<file path="config.mk">
export PLATFORM = sky130hd
export DESIGN_NAME = abx_exec_unit
export DESIGN_NICKNAME = d
export VERILOG_FILES = /design/src/rtl/abx_pkg.sv /design/src/rtl/abx_alu_if.sv /design/src/rtl/abx_alu.sv /design/src/rtl/abx_exec_unit.sv
export VERILOG_INCLUDE_DIRS = /design/src /design/src/rtl
export SDC_FILE = /design/constraint.sdc
export NUM_CORES = 1
export LEC_CHECK = 0
export BUFFER_PORTS_ARGS = -buffer_cell sky130_fd_sc_hd__buf_2
export CAP_MARGIN = 20
export CORE_UTILIZATION = 50
export DETAILED_ROUTE_END_ITERATION = 10
export PLACE_DENSITY = 0.69
export SYNTH_ARGS = -nofsm -noshare
export SYNTH_HDL_FRONTEND = slang
export SYNTH_SLANG_ARGS = --single-unit
</file>
<file path="constraint.sdc">
create_clock -name clk -period 7.2 [get_ports clk]
set_clock_uncertainty 0.15 [all_clocks]
set_input_delay 1.08 -clock clk [delete_from_list [all_inputs] [get_ports clk]]
set_output_delay 1.08 -clock clk [all_outputs]
set_load 0.05 [all_outputs]
</file>
<file path="src/rtl/abx_cfg.svh">
// register map, instruction fields, reset values of the exec unit
`ifndef ABX_CFG_SVH
`define ABX_CFG_SVH

`define ABX_ACC_OFS 8'h00
`define ABX_STAT_OFS 8'h04
`define ABX_FADDR_OFS 8'h08
`define ABX_FDATA_OFS 8'h0c
`define ABX_SKIP_OFS 8'h10
`define ABX_LAST_OFS 8'h14

`define ABX_C_BIT 0
`define ABX_DC_BIT 1
`define ABX_Z_BIT 2

`define ABX_ACC_RST 8'h00
`define ABX_STAT_RST 3'h0
`define ABX_FADDR_RST 7'h00
`define ABX_PORT_RST 8'h00
`define ABX_PORT_ADDR 7'h05

`define ABX_DEST_BIT 7
`define ABX_OPC_ADD_REG 6'h07
`define ABX_OPC_AND_REG 6'h05
`define ABX_OPC_AND_LIT 6'h39
`define ABX_OPC_ADD_LIT 5'h1f
`define ABX_CLASS_BIT 2'h1

`define ABX_RESP_OKAY 2'h0
`define ABX_RESP_SLVERR 2'h2

`endif

</file>
<file path="src/rtl/abx_pkg.sv">
// types shared by the exec unit modules
package abx_pkg;

    typedef enum logic [3:0] {
        ABX_OP_NONE,
        ABX_OP_ADD_LIT,
        ABX_OP_ADD_REG,
        ABX_OP_AND_LIT,
        ABX_OP_AND_REG,
        ABX_OP_BCLR,
        ABX_OP_BSET,
        ABX_OP_TST_LO,
        ABX_OP_TST_HI
    } abx_op_t;

endpackage : abx_pkg

</file>
<file path="src/rtl/abx_alu_if.sv">
// operand and result bundle between the core and its alu
`timescale 1ns/1ns
interface abx_alu_if;
    abx_pkg::abx_op_t op;
    logic [7:0] acc;
    logic [7:0] operand;
    logic [2:0] bitpos;
    logic [7:0] result;
    logic carry;
    logic half;
    logic zero;
    logic bit_val;

    modport core (
        output op, acc, operand, bitpos,
        input result, carry, half, zero, bit_val
    );
    modport alu (
        input op, acc, operand, bitpos,
        output result, carry, half, zero, bit_val
    );
endinterface : abx_alu_if

</file>
<file path="src/rtl/abx_alu.sv">
// combinational add, and, bit set/clear and bit test
`timescale 1ns/1ns
module abx_alu (
    abx_alu_if.alu a
);
    logic [4:0] low_sum;
    logic [8:0] full_sum;
    logic [7:0] mask;

    assign low_sum = {1'b0, a.acc[3:0]} + {1'b0, a.operand[3:0]};
    assign full_sum = {1'b0, a.acc} + {1'b0, a.operand};
    assign mask = 8'h01 << a.bitpos;

    always_comb begin
        a.result = a.operand;
        a.carry = 1'b0;
        a.half = 1'b0;
        case (a.op)
            abx_pkg::ABX_OP_ADD_LIT,
            abx_pkg::ABX_OP_ADD_REG: begin
                a.result = full_sum[7:0];
                a.carry = full_sum[8];
                a.half = low_sum[4];
            end
            abx_pkg::ABX_OP_AND_LIT,
            abx_pkg::ABX_OP_AND_REG: begin
                a.result = a.acc & a.operand;
            end
            abx_pkg::ABX_OP_BCLR: begin
                a.result = a.operand & ~mask;
            end
            abx_pkg::ABX_OP_BSET: begin
                a.result = a.operand | mask;
            end
            default: begin
                a.result = a.operand;
            end
        endcase
    end

    assign a.zero = (a.result == 8'h00);
    assign a.bit_val = a.operand[a.bitpos];
endmodule : abx_alu

</file>
<file path="src/rtl/abx_exec_unit.sv">
// add, and and bit test execution unit with its axi4-lite register slave
//
// Decided for this implementation: register access over AXI4-Lite and the placing of the registers.
`timescale 1ns/1ns
`include "abx_cfg.svh"

module abx_exec_unit (
    input wire logic clk,
    input wire logic rst_n,
    input wire logic instr_valid,
    input wire logic [13:0] instr_word,
    input wire logic [7:0] port_pin_in,
    output logic [7:0] port_latch,
    output logic [7:0] acc_out,
    output logic [2:0] flags_out,
    output logic skip_next,
    output logic discard_pulse,
    input wire logic [7:0] s_axi_awaddr,
    input wire logic s_axi_awvalid,
    output logic s_axi_awready,
    input wire logic [31:0] s_axi_wdata,
    input wire logic [3:0] s_axi_wstrb,
    input wire logic s_axi_wvalid,
    output logic s_axi_wready,
    output logic [1:0] s_axi_bresp,
    output logic s_axi_bvalid,
    input wire logic s_axi_bready,
    input wire logic [7:0] s_axi_araddr,
    input wire logic s_axi_arvalid,
    output logic s_axi_arready,
    output logic [31:0] s_axi_rdata,
    output logic [1:0] s_axi_rresp,
    output logic s_axi_rvalid,
    input wire logic s_axi_rready
);
    localparam int FILE_DEPTH = 128;

    logic [7:0] file_mem [FILE_DEPTH];
    logic [7:0] acc_q;
    logic [2:0] stat_q;
    logic [6:0] faddr_q;
    logic [7:0] port_q;
    logic [7:0] pin_meta_q;
    logic [7:0] pin_sync_q;
    logic skip_pend_q;
    logic discard_q;
    logic [3:0] last_op_q;
    logic [7:0] discard_cnt_q;

    logic awready_q;
    logic wready_q;
    logic bvalid_q;
    logic [1:0] bresp_q;
    logic [7:0] awaddr_q;
    logic [31:0] wdata_q;
    logic [3:0] wstrb_q;
    logic arready_q;
    logic rvalid_q;
    logic [1:0] rresp_q;
    logic [31:0] rdata_q;

    abx_alu_if alu_bus ();

    abx_alu u_alu (
        .a(alu_bus.alu)
    );

    // instruction word split into its fields
    function automatic abx_pkg::abx_op_t decode_op(input logic [13:0] w);
        abx_pkg::abx_op_t op;
        op = abx_pkg::ABX_OP_NONE;
        if (w[13:8] == `ABX_OPC_ADD_REG) begin
            op = abx_pkg::ABX_OP_ADD_REG;
        end else if (w[13:8] == `ABX_OPC_AND_REG) begin
            op = abx_pkg::ABX_OP_AND_REG;
        end else if (w[13:8] == `ABX_OPC_AND_LIT) begin
            op = abx_pkg::ABX_OP_AND_LIT;
        end else if (w[13:9] == `ABX_OPC_ADD_LIT) begin
            op = abx_pkg::ABX_OP_ADD_LIT;
        end else if (w[13:12] == `ABX_CLASS_BIT) begin
            case (w[11:10])
                2'h0: op = abx_pkg::ABX_OP_BCLR;
                2'h1: op = abx_pkg::ABX_OP_BSET;
                2'h2: op = abx_pkg::ABX_OP_TST_LO;
                default: op = abx_pkg::ABX_OP_TST_HI;
            endcase
        end
        return op;
    endfunction : decode_op

    // the port address always reads the synchronised pin levels
    function automatic logic [7:0] read_file(input logic [6:0] addr);
        logic [7:0] v;
        v = file_mem[addr];
        if (addr == `ABX_PORT_ADDR) begin
            v = pin_sync_q;
        end
        return v;
    endfunction : read_file

    function automatic logic addr_mapped(input logic [7:0] addr);
        return addr == `ABX_ACC_OFS || addr == `ABX_STAT_OFS ||
            addr == `ABX_FADDR_OFS || addr == `ABX_FDATA_OFS ||
            addr == `ABX_SKIP_OFS || addr == `ABX_LAST_OFS;
    endfunction : addr_mapped

    abx_pkg::abx_op_t op;
    logic take;
    logic is_lit;
    logic is_byte;
    logic dest_file;
    logic [6:0] f_addr;
    logic to_acc;
    logic to_file;
    logic upd_all;
    logic upd_z;
    logic skip_hit;
    logic wr_go;
    logic wr_lane;

    assign op = decode_op(instr_word);
    assign take = instr_valid && !skip_pend_q;
    assign f_addr = instr_word[6:0];
    assign dest_file = instr_word[`ABX_DEST_BIT];
    assign is_lit = op == abx_pkg::ABX_OP_ADD_LIT ||
        op == abx_pkg::ABX_OP_AND_LIT;
    assign is_byte = op == abx_pkg::ABX_OP_ADD_REG ||
        op == abx_pkg::ABX_OP_AND_REG;
    assign to_acc = take && (is_lit || (is_byte && !dest_file));
    assign to_file = take && ((is_byte && dest_file) ||
        op == abx_pkg::ABX_OP_BCLR || op == abx_pkg::ABX_OP_BSET);
    assign upd_all = take && (op == abx_pkg::ABX_OP_ADD_LIT ||
        op == abx_pkg::ABX_OP_ADD_REG);
    assign upd_z = take && (op == abx_pkg::ABX_OP_AND_LIT ||
        op == abx_pkg::ABX_OP_AND_REG);
    assign skip_hit = take &&
        ((op == abx_pkg::ABX_OP_TST_LO && !alu_bus.bit_val) ||
        (op == abx_pkg::ABX_OP_TST_HI && alu_bus.bit_val));

    assign alu_bus.op = op;
    assign alu_bus.acc = acc_q;
    // a process, not an assign, so file and pin changes reach the operand
    always_comb begin
        alu_bus.operand = read_file(f_addr);
        if (is_lit) begin
            alu_bus.operand = instr_word[7:0];
        end
    end
    assign alu_bus.bitpos = instr_word[9:7];

    assign wr_go = !awready_q && !wready_q && !bvalid_q;
    assign wr_lane = wr_go && wstrb_q[0];

    // pins pass two flip-flops before any use
    always_ff @(posedge clk or negedge rst_n) begin
        if (!rst_n) begin
            pin_meta_q <= 8'h00;
            pin_sync_q <= 8'h00;
        end else begin
            pin_meta_q <= port_pin_in;
            pin_sync_q <= pin_meta_q;
        end
    end

    // accumulator: executed instruction beats a bus write
    always_ff @(posedge clk or negedge rst_n) begin
        if (!rst_n) begin
            acc_q <= `ABX_ACC_RST;
        end else if (to_acc) begin
            acc_q <= alu_bus.result;
        end else if (wr_lane && awaddr_q == `ABX_ACC_OFS) begin
            acc_q <= wdata_q[7:0];
        end
    end

    always_ff @(posedge clk or negedge rst_n) begin
        if (!rst_n) begin
            stat_q <= `ABX_STAT_RST;
        end else if (upd_all) begin
            stat_q[`ABX_C_BIT] <= alu_bus.carry;
            stat_q[`ABX_DC_BIT] <= alu_bus.half;
            stat_q[`ABX_Z_BIT] <= alu_bus.zero;
        end else if (upd_z) begin
            stat_q[`ABX_Z_BIT] <= alu_bus.zero;
        end else if (wr_lane && awaddr_q == `ABX_STAT_OFS) begin
            stat_q <= wdata_q[2:0];
        end
    end

    // file registers; the port address goes to the output latch
    always_ff @(posedge clk) begin
        if (to_file && f_addr != `ABX_PORT_ADDR) begin
            file_mem[f_addr] <= alu_bus.result;
        end else if (wr_lane && awaddr_q == `ABX_FDATA_OFS &&
            faddr_q != `ABX_PORT_ADDR) begin
            file_mem[faddr_q] <= wdata_q[7:0];
        end
    end

    always_ff @(posedge clk or negedge rst_n) begin
        if (!rst_n) begin
            port_q <= `ABX_PORT_RST;
        end else if (to_file && f_addr == `ABX_PORT_ADDR) begin
            port_q <= alu_bus.result;
        end else if (wr_lane && awaddr_q == `ABX_FDATA_OFS &&
            faddr_q == `ABX_PORT_ADDR) begin
            port_q <= wdata_q[7:0];
        end
    end

    always_ff @(posedge clk or negedge rst_n) begin
        if (!rst_n) begin
            faddr_q <= `ABX_FADDR_RST;
        end else if (wr_lane && awaddr_q == `ABX_FADDR_OFS) begin
            faddr_q <= wdata_q[6:0];
        end
    end

    // skip: the next offered instruction runs as an idle cycle
    always_ff @(posedge clk or negedge rst_n) begin
        if (!rst_n) begin
            skip_pend_q <= 1'b0;
            discard_q <= 1'b0;
        end else begin
            discard_q <= instr_valid && skip_pend_q;
            if (instr_valid && skip_pend_q) begin
                skip_pend_q <= 1'b0;
            end else if (skip_hit) begin
                skip_pend_q <= 1'b1;
            end
        end
    end

    always_ff @(posedge clk or negedge rst_n) begin
        if (!rst_n) begin
            last_op_q <= 4'h0;
            discard_cnt_q <= 8'h00;
        end else begin
            if (take) begin
                last_op_q <= op;
            end
            if (instr_valid && skip_pend_q) begin
                discard_cnt_q <= discard_cnt_q + 8'h01;
            end
        end
    end

    // axi write channel: address and data in either order
    always_ff @(posedge clk or negedge rst_n) begin
        if (!rst_n) begin
            awready_q <= 1'b1;
            wready_q <= 1'b1;
            bvalid_q <= 1'b0;
            bresp_q <= `ABX_RESP_OKAY;
            awaddr_q <= 8'h00;
            wdata_q <= 32'h0000_0000;
            wstrb_q <= 4'h0;
        end else begin
            if (s_axi_awvalid && awready_q) begin
                awready_q <= 1'b0;
                awaddr_q <= s_axi_awaddr;
            end
            if (s_axi_wvalid && wready_q) begin
                wready_q <= 1'b0;
                wdata_q <= s_axi_wdata;
                wstrb_q <= s_axi_wstrb;
            end
            if (wr_go) begin
                bvalid_q <= 1'b1;
                bresp_q <= addr_mapped(awaddr_q) ?
                    `ABX_RESP_OKAY : `ABX_RESP_SLVERR;
            end else if (bvalid_q && s_axi_bready) begin
                bvalid_q <= 1'b0;
                awready_q <= 1'b1;
                wready_q <= 1'b1;
            end
        end
    end

    // axi read channel: data one cycle after the address is taken
    always_ff @(posedge clk or negedge rst_n) begin
        if (!rst_n) begin
            arready_q <= 1'b1;
            rvalid_q <= 1'b0;
            rresp_q <= `ABX_RESP_OKAY;
            rdata_q <= 32'h0000_0000;
        end else if (s_axi_arvalid && arready_q) begin
            arready_q <= 1'b0;
            rvalid_q <= 1'b1;
            rresp_q <= addr_mapped(s_axi_araddr) ?
                `ABX_RESP_OKAY : `ABX_RESP_SLVERR;
            case (s_axi_araddr)
                `ABX_ACC_OFS: rdata_q <= {24'h00_0000, acc_q};
                `ABX_STAT_OFS: rdata_q <= {29'h0000_0000, stat_q};
                `ABX_FADDR_OFS: rdata_q <= {25'h000_0000, faddr_q};
                `ABX_FDATA_OFS: rdata_q <= {24'h00_0000, read_file(faddr_q)};
                `ABX_SKIP_OFS: rdata_q <= {16'h0000, discard_cnt_q,
                    7'h00, skip_pend_q};
                `ABX_LAST_OFS: rdata_q <= {28'h000_0000, last_op_q};
                default: rdata_q <= 32'h0000_0000;
            endcase
        end else if (rvalid_q && s_axi_rready) begin
            rvalid_q <= 1'b0;
            arready_q <= 1'b1;
        end
    end

    assign port_latch = port_q;
    assign acc_out = acc_q;
    assign flags_out = stat_q;
    assign skip_next = skip_pend_q;
    assign discard_pulse = discard_q;
    assign s_axi_awready = awready_q;
    assign s_axi_wready = wready_q;
    assign s_axi_bvalid = bvalid_q;
    assign s_axi_bresp = bresp_q;
    assign s_axi_arready = arready_q;
    assign s_axi_rvalid = rvalid_q;
    assign s_axi_rresp = rresp_q;
    assign s_axi_rdata = rdata_q;
endmodule : abx_exec_unit

</file>
==> results_dict.tcl, run 1 <==
set metrics [dict create \
    status "finished clean" \
    route.detailed.drc 0 \
    max_clock_freq_mhz 155 \
    ys_ff_latch 1120 \
    synth_cell_types 81 \
    ys_top_cells_by_area "edfxtp_1 57%, mux4_2 23%, dfrtp_1 4.3%" \
    synth_area_sq_mm 0.0537 \
    fill_cells 7750 \
    drive_gt1_share_pct 35.1 \
    crit_buf_inv 5 \
    netlist.area_leader.share_pct 57.3 \
    p_per_area_mw_per_mm2 281 \
    power_leakage_uw 0.0199 \
    cts_hold_buf 0 \
    ff_latch_area_sq_mm 0.0332 \
    synth_area_per_cell_sq_um 18.1 \
    rsz0062_at_grt "no" \
    crit_required_ns 7.45 \
    synth_top_cell_by_area "edfxtp_1" \
    tightest_slew_ns 1.22 \
    cts-resized-gates 0 \
    crit_end "file_mem[124][6]" \
    hold_viol 0 \
    path_class "input pin to flop" \
    reg2reg_from "awaddr_q[0]" \
    synth_cells 2964 \
    crit_path_end_kind "flop" \
    fin_crit_ns 6.44 \
    die-area_sq_mm 0.109 \
    wl_per_cell_um 36.4 \
    place_area_sq_mm 0.0572 \
    htreeDepth 3 \
    cap_violations 0 \
    cts_setup_buffers 0 \
    post-place-ws_ns 0.281 \
    antenna_found_initial 8 \
    fp.dieH_um 330 \
    crit_path_start "instr_word[1]" \
    slew_headroom_pct 18.5 \
    r2r_end "file_mem[69][3]" \
    cts_tree "yes" \
    clk_pin_slew_worst_paths_ns 0.07 \
    design_area_sq_mm 0.0610 \
    gr-total-overflow 0 \
    multi_input_area_sq_mm 0.0195 \
    ir_drop_mv 0.207 \
    clockBufferDepth 3 \
    crit_arrival_ns 6.69 \
    antenna_left 0 \
    initial_core_util_pct 50.7 \
    crit_cells 21 \
    hp-class "input pin to async pin" \
    ios 144 \
    via_per_inst 7.06 \
    drt_pre_antenna_iters 8 \
    slowest_stage "a221oi_1" \
    tns_ns 0 \
    cts_buffers 111 \
    drt_iter0_drc 4931 \
    cp_max_fo 58 \
    grt_max_degree 129 \
    crit_path_max_incr_delay_ns 0.65 \
    cp-start-kind "input pin" \
    crit_family "compound AO/OA/AOI/OAI gates" \
    period_share_pct 89.5 \
    coreArea_sq_mm 0.106 \
    drv_slew 0 \
    async_flop_share_pct 8.57 \
    clk_latency_ns 0.72 \
    grt_usage_pct 31.8 \
    syn2layout_area_growth_pct 13.7 \
    synth_ff_type "edfxtp_1" \
    die_x_um 330 \
    worst_slack_ns 0.760 \
    portBuffers 98 \
    rrSetupSlack_ns 1.68 \
    grt_first_pass_wirelength_um 244000 \
    num_rows 119 \
    nets 3321 \
    synth_edf_count 1024 \
    cts.sinks 1120 \
    gp_congestion 0.956 \
    fin_util_pct 57.6 \
    cts_root_buf "clkbuf_16" \
    seq_area_frac_synth_pct 61.8 \
    path_cells "clkbuf_8 -> buf_4 -> nor2b_1 -> a221oi_1 -> o211ai_1 -> a2bb2oi_1 -> a31oi_1 -> o31ai_1 -> buf_4 -> ha_1 -> inv_1 -> fa_1 -> nor2b_1 -> o21ai_0 -> a21boi_0 -> o21a_1 -> o21ai_0 -> a32o_1 -> a21oi_1 -> a21oi_4 -> buf_12" \
    finalSetupViolCount 0 \
    yosys_warnings 0 \
    dp_hpwl_um 113000 \
    totalWireLength_um 172000 \
    reg2regPathDepth 8 \
    vias 33300 \
    grt_pass1_vias 33500 \
]
## cell usage in the layout (no fill, tap or decap), types with 8 or more instances in the layout
| master | instances |
|---|---|
| a222oi_1 | 10 |
| nor4_1 | 8 |
| buf_12 | 19 |
| conb_1 | 26 |
| clkinv_1 | 19 |
| nor2b_1 | 32 |
| a221oi_1 | 16 |
| o22ai_1 | 10 |
| buf_4 | 242 |
| a21oi_1 | 58 |
| nor3_1 | 105 |
| o21ai_0 | 47 |
| bufinv_16 | 15 |
| a211oi_1 | 19 |
| ha_1 | 13 |
| mux2i_1 | 161 |
| nand3_1 | 30 |
| edfxtp_1 | 1024 |
| and2_1 | 11 |
| a221o_1 | 8 |
| a22oi_1 | 67 |
| a21oi_4 | 8 |
| nand4_1 | 12 |
| mux2_2 | 49 |
| xnor2_1 | 8 |
| nand2b_1 | 18 |
| or2_2 | 8 |
| dfrtp_1 | 88 |
| a22o_1 | 19 |
| nand2_1 | 95 |
| buf_2 | 95 |
| nor2_1 | 107 |
| mux4_2 | 538 |
| clkinv_2 | 17 |
| inv_1 | 17 |
| a31oi_1 | 15 |
| clkbuf_1 | 25 |
| clkbuf_16 | 113 |
## worst reg2reg max path, cell delays in order, from the launching register on
cell and delay, ns:
dfrtp_1 0.37, or4_1 0.53, nor2_1 0.21, and3_1 0.30, nand3_1 0.39, nor3_4 1.02
mux2i_1 0.49, or2_2 0.72, nor2_1 0.96
## sequential cells by signal, indices dropped and copies added (netlist names), 4 cells and up
signal,cells
acc_out,8
pin_sync_q,8
file_mem,1024
port_latch,8
last_op_q,4
awaddr_q,8
faddr_q,7
pin_meta_q,8
wdata_q,8
s_axi_rdata,16
discard_cnt_q,8
## worst min-delay path by stage
stage	startpoint	endpoint	slack, ns
floorplan	pin_meta_q[0]	pin_sync_q[0]	0.18
global placement	pin_meta_q[5]	pin_sync_q[5]	0.19
detailed placement	pin_meta_q[0]	pin_sync_q[0]	0.19
CTS	rst_n	wstrb_q[0]	0.03
global route	rst_n	wstrb_q[0]	0.05
finish	rst_n	awaddr_q[2]	0.05
## Yosys cell counts, types with 8 or more instances
| master | instances |
|---|---|
| edfxtp_1 | 1024 |
| mux4_2 | 538 |
| mux2i_1 | 163 |
| clkbuf_1 | 114 |
| nor2_1 | 108 |
| nor3_1 | 105 |
| nand2_1 | 95 |
| dfrtp_1 | 93 |
| a21oi_1 | 67 |
| a22oi_1 | 67 |
| mux2_2 | 49 |
| o21ai_0 | 47 |
| buf_1 | 43 |
| buf_2 | 39 |
| buf_4 | 35 |
| nor2b_1 | 34 |
| nand3_1 | 30 |
| a211oi_1 | 20 |
| nand2b_1 | 20 |
| a22o_1 | 19 |
| inv_1 | 17 |
| a221oi_1 | 16 |
| a31oi_1 | 16 |
| buf_6 | 13 |
| ha_1 | 13 |
| nand4_1 | 12 |
| and2_1 | 11 |
| a222oi_1 | 10 |
| o22ai_1 | 10 |
| a221o_1 | 8 |
| nor4_1 | 8 |
| or2_2 | 8 |
| xnor2_1 | 8 |
## logic make-up (layout without fill, tap and decap cells)
kind of cell | Yosys count | after routing | synth area share [%]
compound gates | 338 | 338 | 4.41
flops | 1120 | 1120 | 61.8
simple gates | 465 | 465 | 4.25
mux | 751 | 751 | 26.7
fa+ha+maj | 14 | 14 | 0.340
other cells | 1 | 32 | 0.00699
xor+xnor | 11 | 11 | 0.180
buf+inv | 264 | 594 | 2.36
## through the flow
| step | power (uW) | cells | hold slack [ns] |
|---|---|---|---|
| 2_1_floorplan | 9930 | 2989 | 0.181 |
| 3_3_place_gp | 11100 | 4493 | 0.193 |
| 3_5_place_dp | 11200 | 4499 | 0.186 |
| 4_1_cts | 17100 | 4706 | 0.0259 |
| 5_1_grt | 17500 | 4710 | 0.0547 |
| 6_report | 17100 | 4716 | 0.0498 |
## layer usage
| metal | part of all wire, % | up-vias | global-route usage (%) |
|---|---|---|---|
| li1 | - | 13000 | - |
| met1 | 36 | 17300 | 42.6 |
| met2 | 45 | 2498 | 47.6 |
| met3 | 13 | 504 | 9.10 |
| met4 | 5.9 | 8 | 16.8 |
| met5 | 0.031 | - | 0 |
## cell type report
cell class / instances / share of cell area [%]
multi-input combinational: 1605 / 31.9
inverter: 20 / 0.123
sequential: 1120 / 54.4
antenna: 6 / 0.0246
clock buffer: 143 / 4.89
tap: 1391 / 2.85
timing repair buffer: 367 / 4.65
clock inverter: 64 / 1.19
## power by group
part | total (uW) | switching, uW | leakage, uW | internal, uW
registers | 7900 | 232 | 0.0105 | 7670
logic | 3240 | 2050 | 0.00767 | 1190
clock network | 5990 | 2530 | 0.00181 | 3460
No activity file was read; power rests on OpenSTA's default activity.
==> run 2: changes to the inputs <==
--- a/config.mk
+++ b/config.mk
@@ -11,6 +11,7 @@
 export CORE_UTILIZATION = 50
 export DETAILED_ROUTE_END_ITERATION = 10
 export PLACE_DENSITY = 0.69
+export RECOVER_POWER = 50
 export SYNTH_ARGS = -nofsm -noshare
 export SYNTH_HDL_FRONTEND = slang
 export SYNTH_SLANG_ARGS = --single-unit
==> run 2 against run 1 <==
  * The flow now finishes with violations (capacitance limit, slew limit)
  * Count of clock-buffer cells in the layout stayed put
  * Worst hold slack better by 0.15 ns
  * Final area down 0.88%
  * Global-route usage is the same
==> results_dict.tcl, run 2 (synthesis results as in run 1) <==
set metrics [dict create \
    status "complete, but fails checks" \
    violations "capacitance limit, slew limit" \
    clk_latency_ns 0.72 \
    cts-resized-gates 0 \
    tightest_slew_ns 3.16 \
    hold_depth 0 \
    power_leakage_uw 0.0193 \
    via_per_inst 7.08 \
    dp_hpwl_um 113000 \
    final_common_cell "edfxtp_1" \
    hp-class "flop to flop" \
    fin_crit_ns 7.04 \
    combPwrFrac_pct 18.9 \
    crit_arrival_ns 7.29 \
    regMostFlops "file_mem" \
    drt_iter0_drc 4964 \
    fp.dieH_um 330 \
    grt_first_pass_wirelength_um 244000 \
    slew_headroom_pct -111 \
    finalSetupViolCount 0 \
    p_per_area_mw_per_mm2 283 \
    design_area_sq_mm 0.0605 \
    initial_core_util_pct 50.7 \
    power_frac_seq_pct 46.2 \
    grt_usage_pct 31.8 \
    switching_share_pct 28.1 \
    nets 3321 \
    grt_pass1_vias 33500 \
    hp-start "pin_meta_q[7]" \
    worst_slack_ns 0.162 \
    wl_per_cell_um 36.4 \
    portBuffers 98 \
    drt_pre_antenna_iters 6 \
    num_rows 119 \
    die_x_um 330 \
    die-area_sq_mm 0.109 \
    route.detailed.drc 0 \
    htreeDepth 3 \
    crit_path_end_kind "flop" \
    cts_tree "yes" \
    cts_setup_buffers 0 \
    p_switching_uw 4810 \
    gr-total-overflow 0 \
    drv_slew 190 \
    clk_pin_slew_worst_paths_ns 0.07 \
    largest_register_ffs 1024 \
    vias 33400 \
    period_share_pct 97.8 \
    tns_ns 0 \
    min_to "pin_sync_q[7]" \
    rsz0062_at_grt "no" \
    drive_gt1_share_pct 30.0 \
    antenna_found_initial 8 \
    crit_required_ns 7.45 \
    totalWireLength_um 172000 \
    max_clock_freq_mhz 142 \
    post-place-ws_ns 0.281 \
    cts_hold_buf 0 \
    reg2regPathDepth 8 \
    cts_root_buf "clkbuf_16" \
    ir_drop_mv 0.207 \
    cts.sinks 1120 \
    place_area_sq_mm 0.0572 \
    antenna_left 0 \
    r2r_end "file_mem[89][5]" \
    layout_common_cells "1024 x edfxtp_1, 538 x mux4_2, 177 x clkbuf_1" \
    coreArea_sq_mm 0.106 \
    clkPwrFrac_pct 35.0 \
    ios 144 \
    cap_violations 6 \
    rrSetupSlack_ns 0.16 \
    hold_viol 0 \
    cts_buffers 111 \
    grt_max_degree 129 \
    reg2reg_from "faddr_q[1]" \
    cp_max_fo 66 \
    clockBufferDepth 3 \
    syn2layout_area_growth_pct 12.7 \
    internal_power_uw 12300 \
    gp_congestion 0.956 \
    path_class "flop to flop" \
    cp-start-kind "flop" \
]
[run 2: metal layers]
metal / routed length (um) / track usage, %
met1: 61200 / 42.6
met2: 77700 / 47.6
met3: 22300 / 9.10
met4: 10400 / 16.8
met5: 53 / 0
[run 2: how the worst max path moves through the flow]
stage	start	endpoint	slack, ns	cells after the start
finish	faddr_q[1]	file_mem[89][5]	0.16	8
global route	instr_word[11]	file_mem[68][4]	0.28	14
CTS	instr_word[1]	file_mem[127][6]	1.0	21
detailed placement	instr_word[1]	file_mem[119][6]	0.28	21
global placement	instr_word[1]	file_mem[125][6]	0.31	21
floorplan	instr_word[0]	file_mem[0][7]	0.18	18
[run 2: area by class of cell]
| cell class | instances | area (sq um) |
|---|---|---|
| diodes | 4 | 10.0 |
| clock inverters | 64 | 728 |
| fillers | 7911 | 45400 |
| inverters | 20 | 75.1 |
| repair buffers | 367 | 2340 |
| multi-input cells | 1605 | 19400 |
| flip-flops and latches | 1120 | 33200 |
| well taps | 1391 | 1740 |
| clock buffers | 143 | 2980 |
[run 2: power by group through the flow]
stage	logic (uW)	registers [uW]	clock network (uW)
global placement	3070	8020	0
finish	3230	7900	5980
floorplan	1860	8070	0
CTS	3170	7890	6030
detailed placement	3160	8030	0
global route	3340	7910	6260
[run 2: stage by stage]
| stage | hold WS, ns | cells | power, uW | util [%] |
|---|---|---|---|---|
| global route | 0.205 | 4710 | 17500 | 57.1 |
| global placement | 0.193 | 4493 | 11100 | 54.0 |
| floorplan | 0.181 | 2989 | 9930 | - |
| detailed placement | 0.186 | 4499 | 11200 | 54.0 |
| CTS | 0.0259 | 4706 | 17100 | 57.5 |
| finish | 0.202 | 4714 | 17100 | 57.1 |
[run 2: critical path: stages, from the launching register on]
cell and delay [ns]:
dfrtp_2 1.28, buf_4 0.70, clkbuf_2 1.56, or3b_2 0.32
mux2_1 0.26, or2_0 0.88, clkbuf_1 0.95, nor2_1 0.23
clkbuf_2 0.33
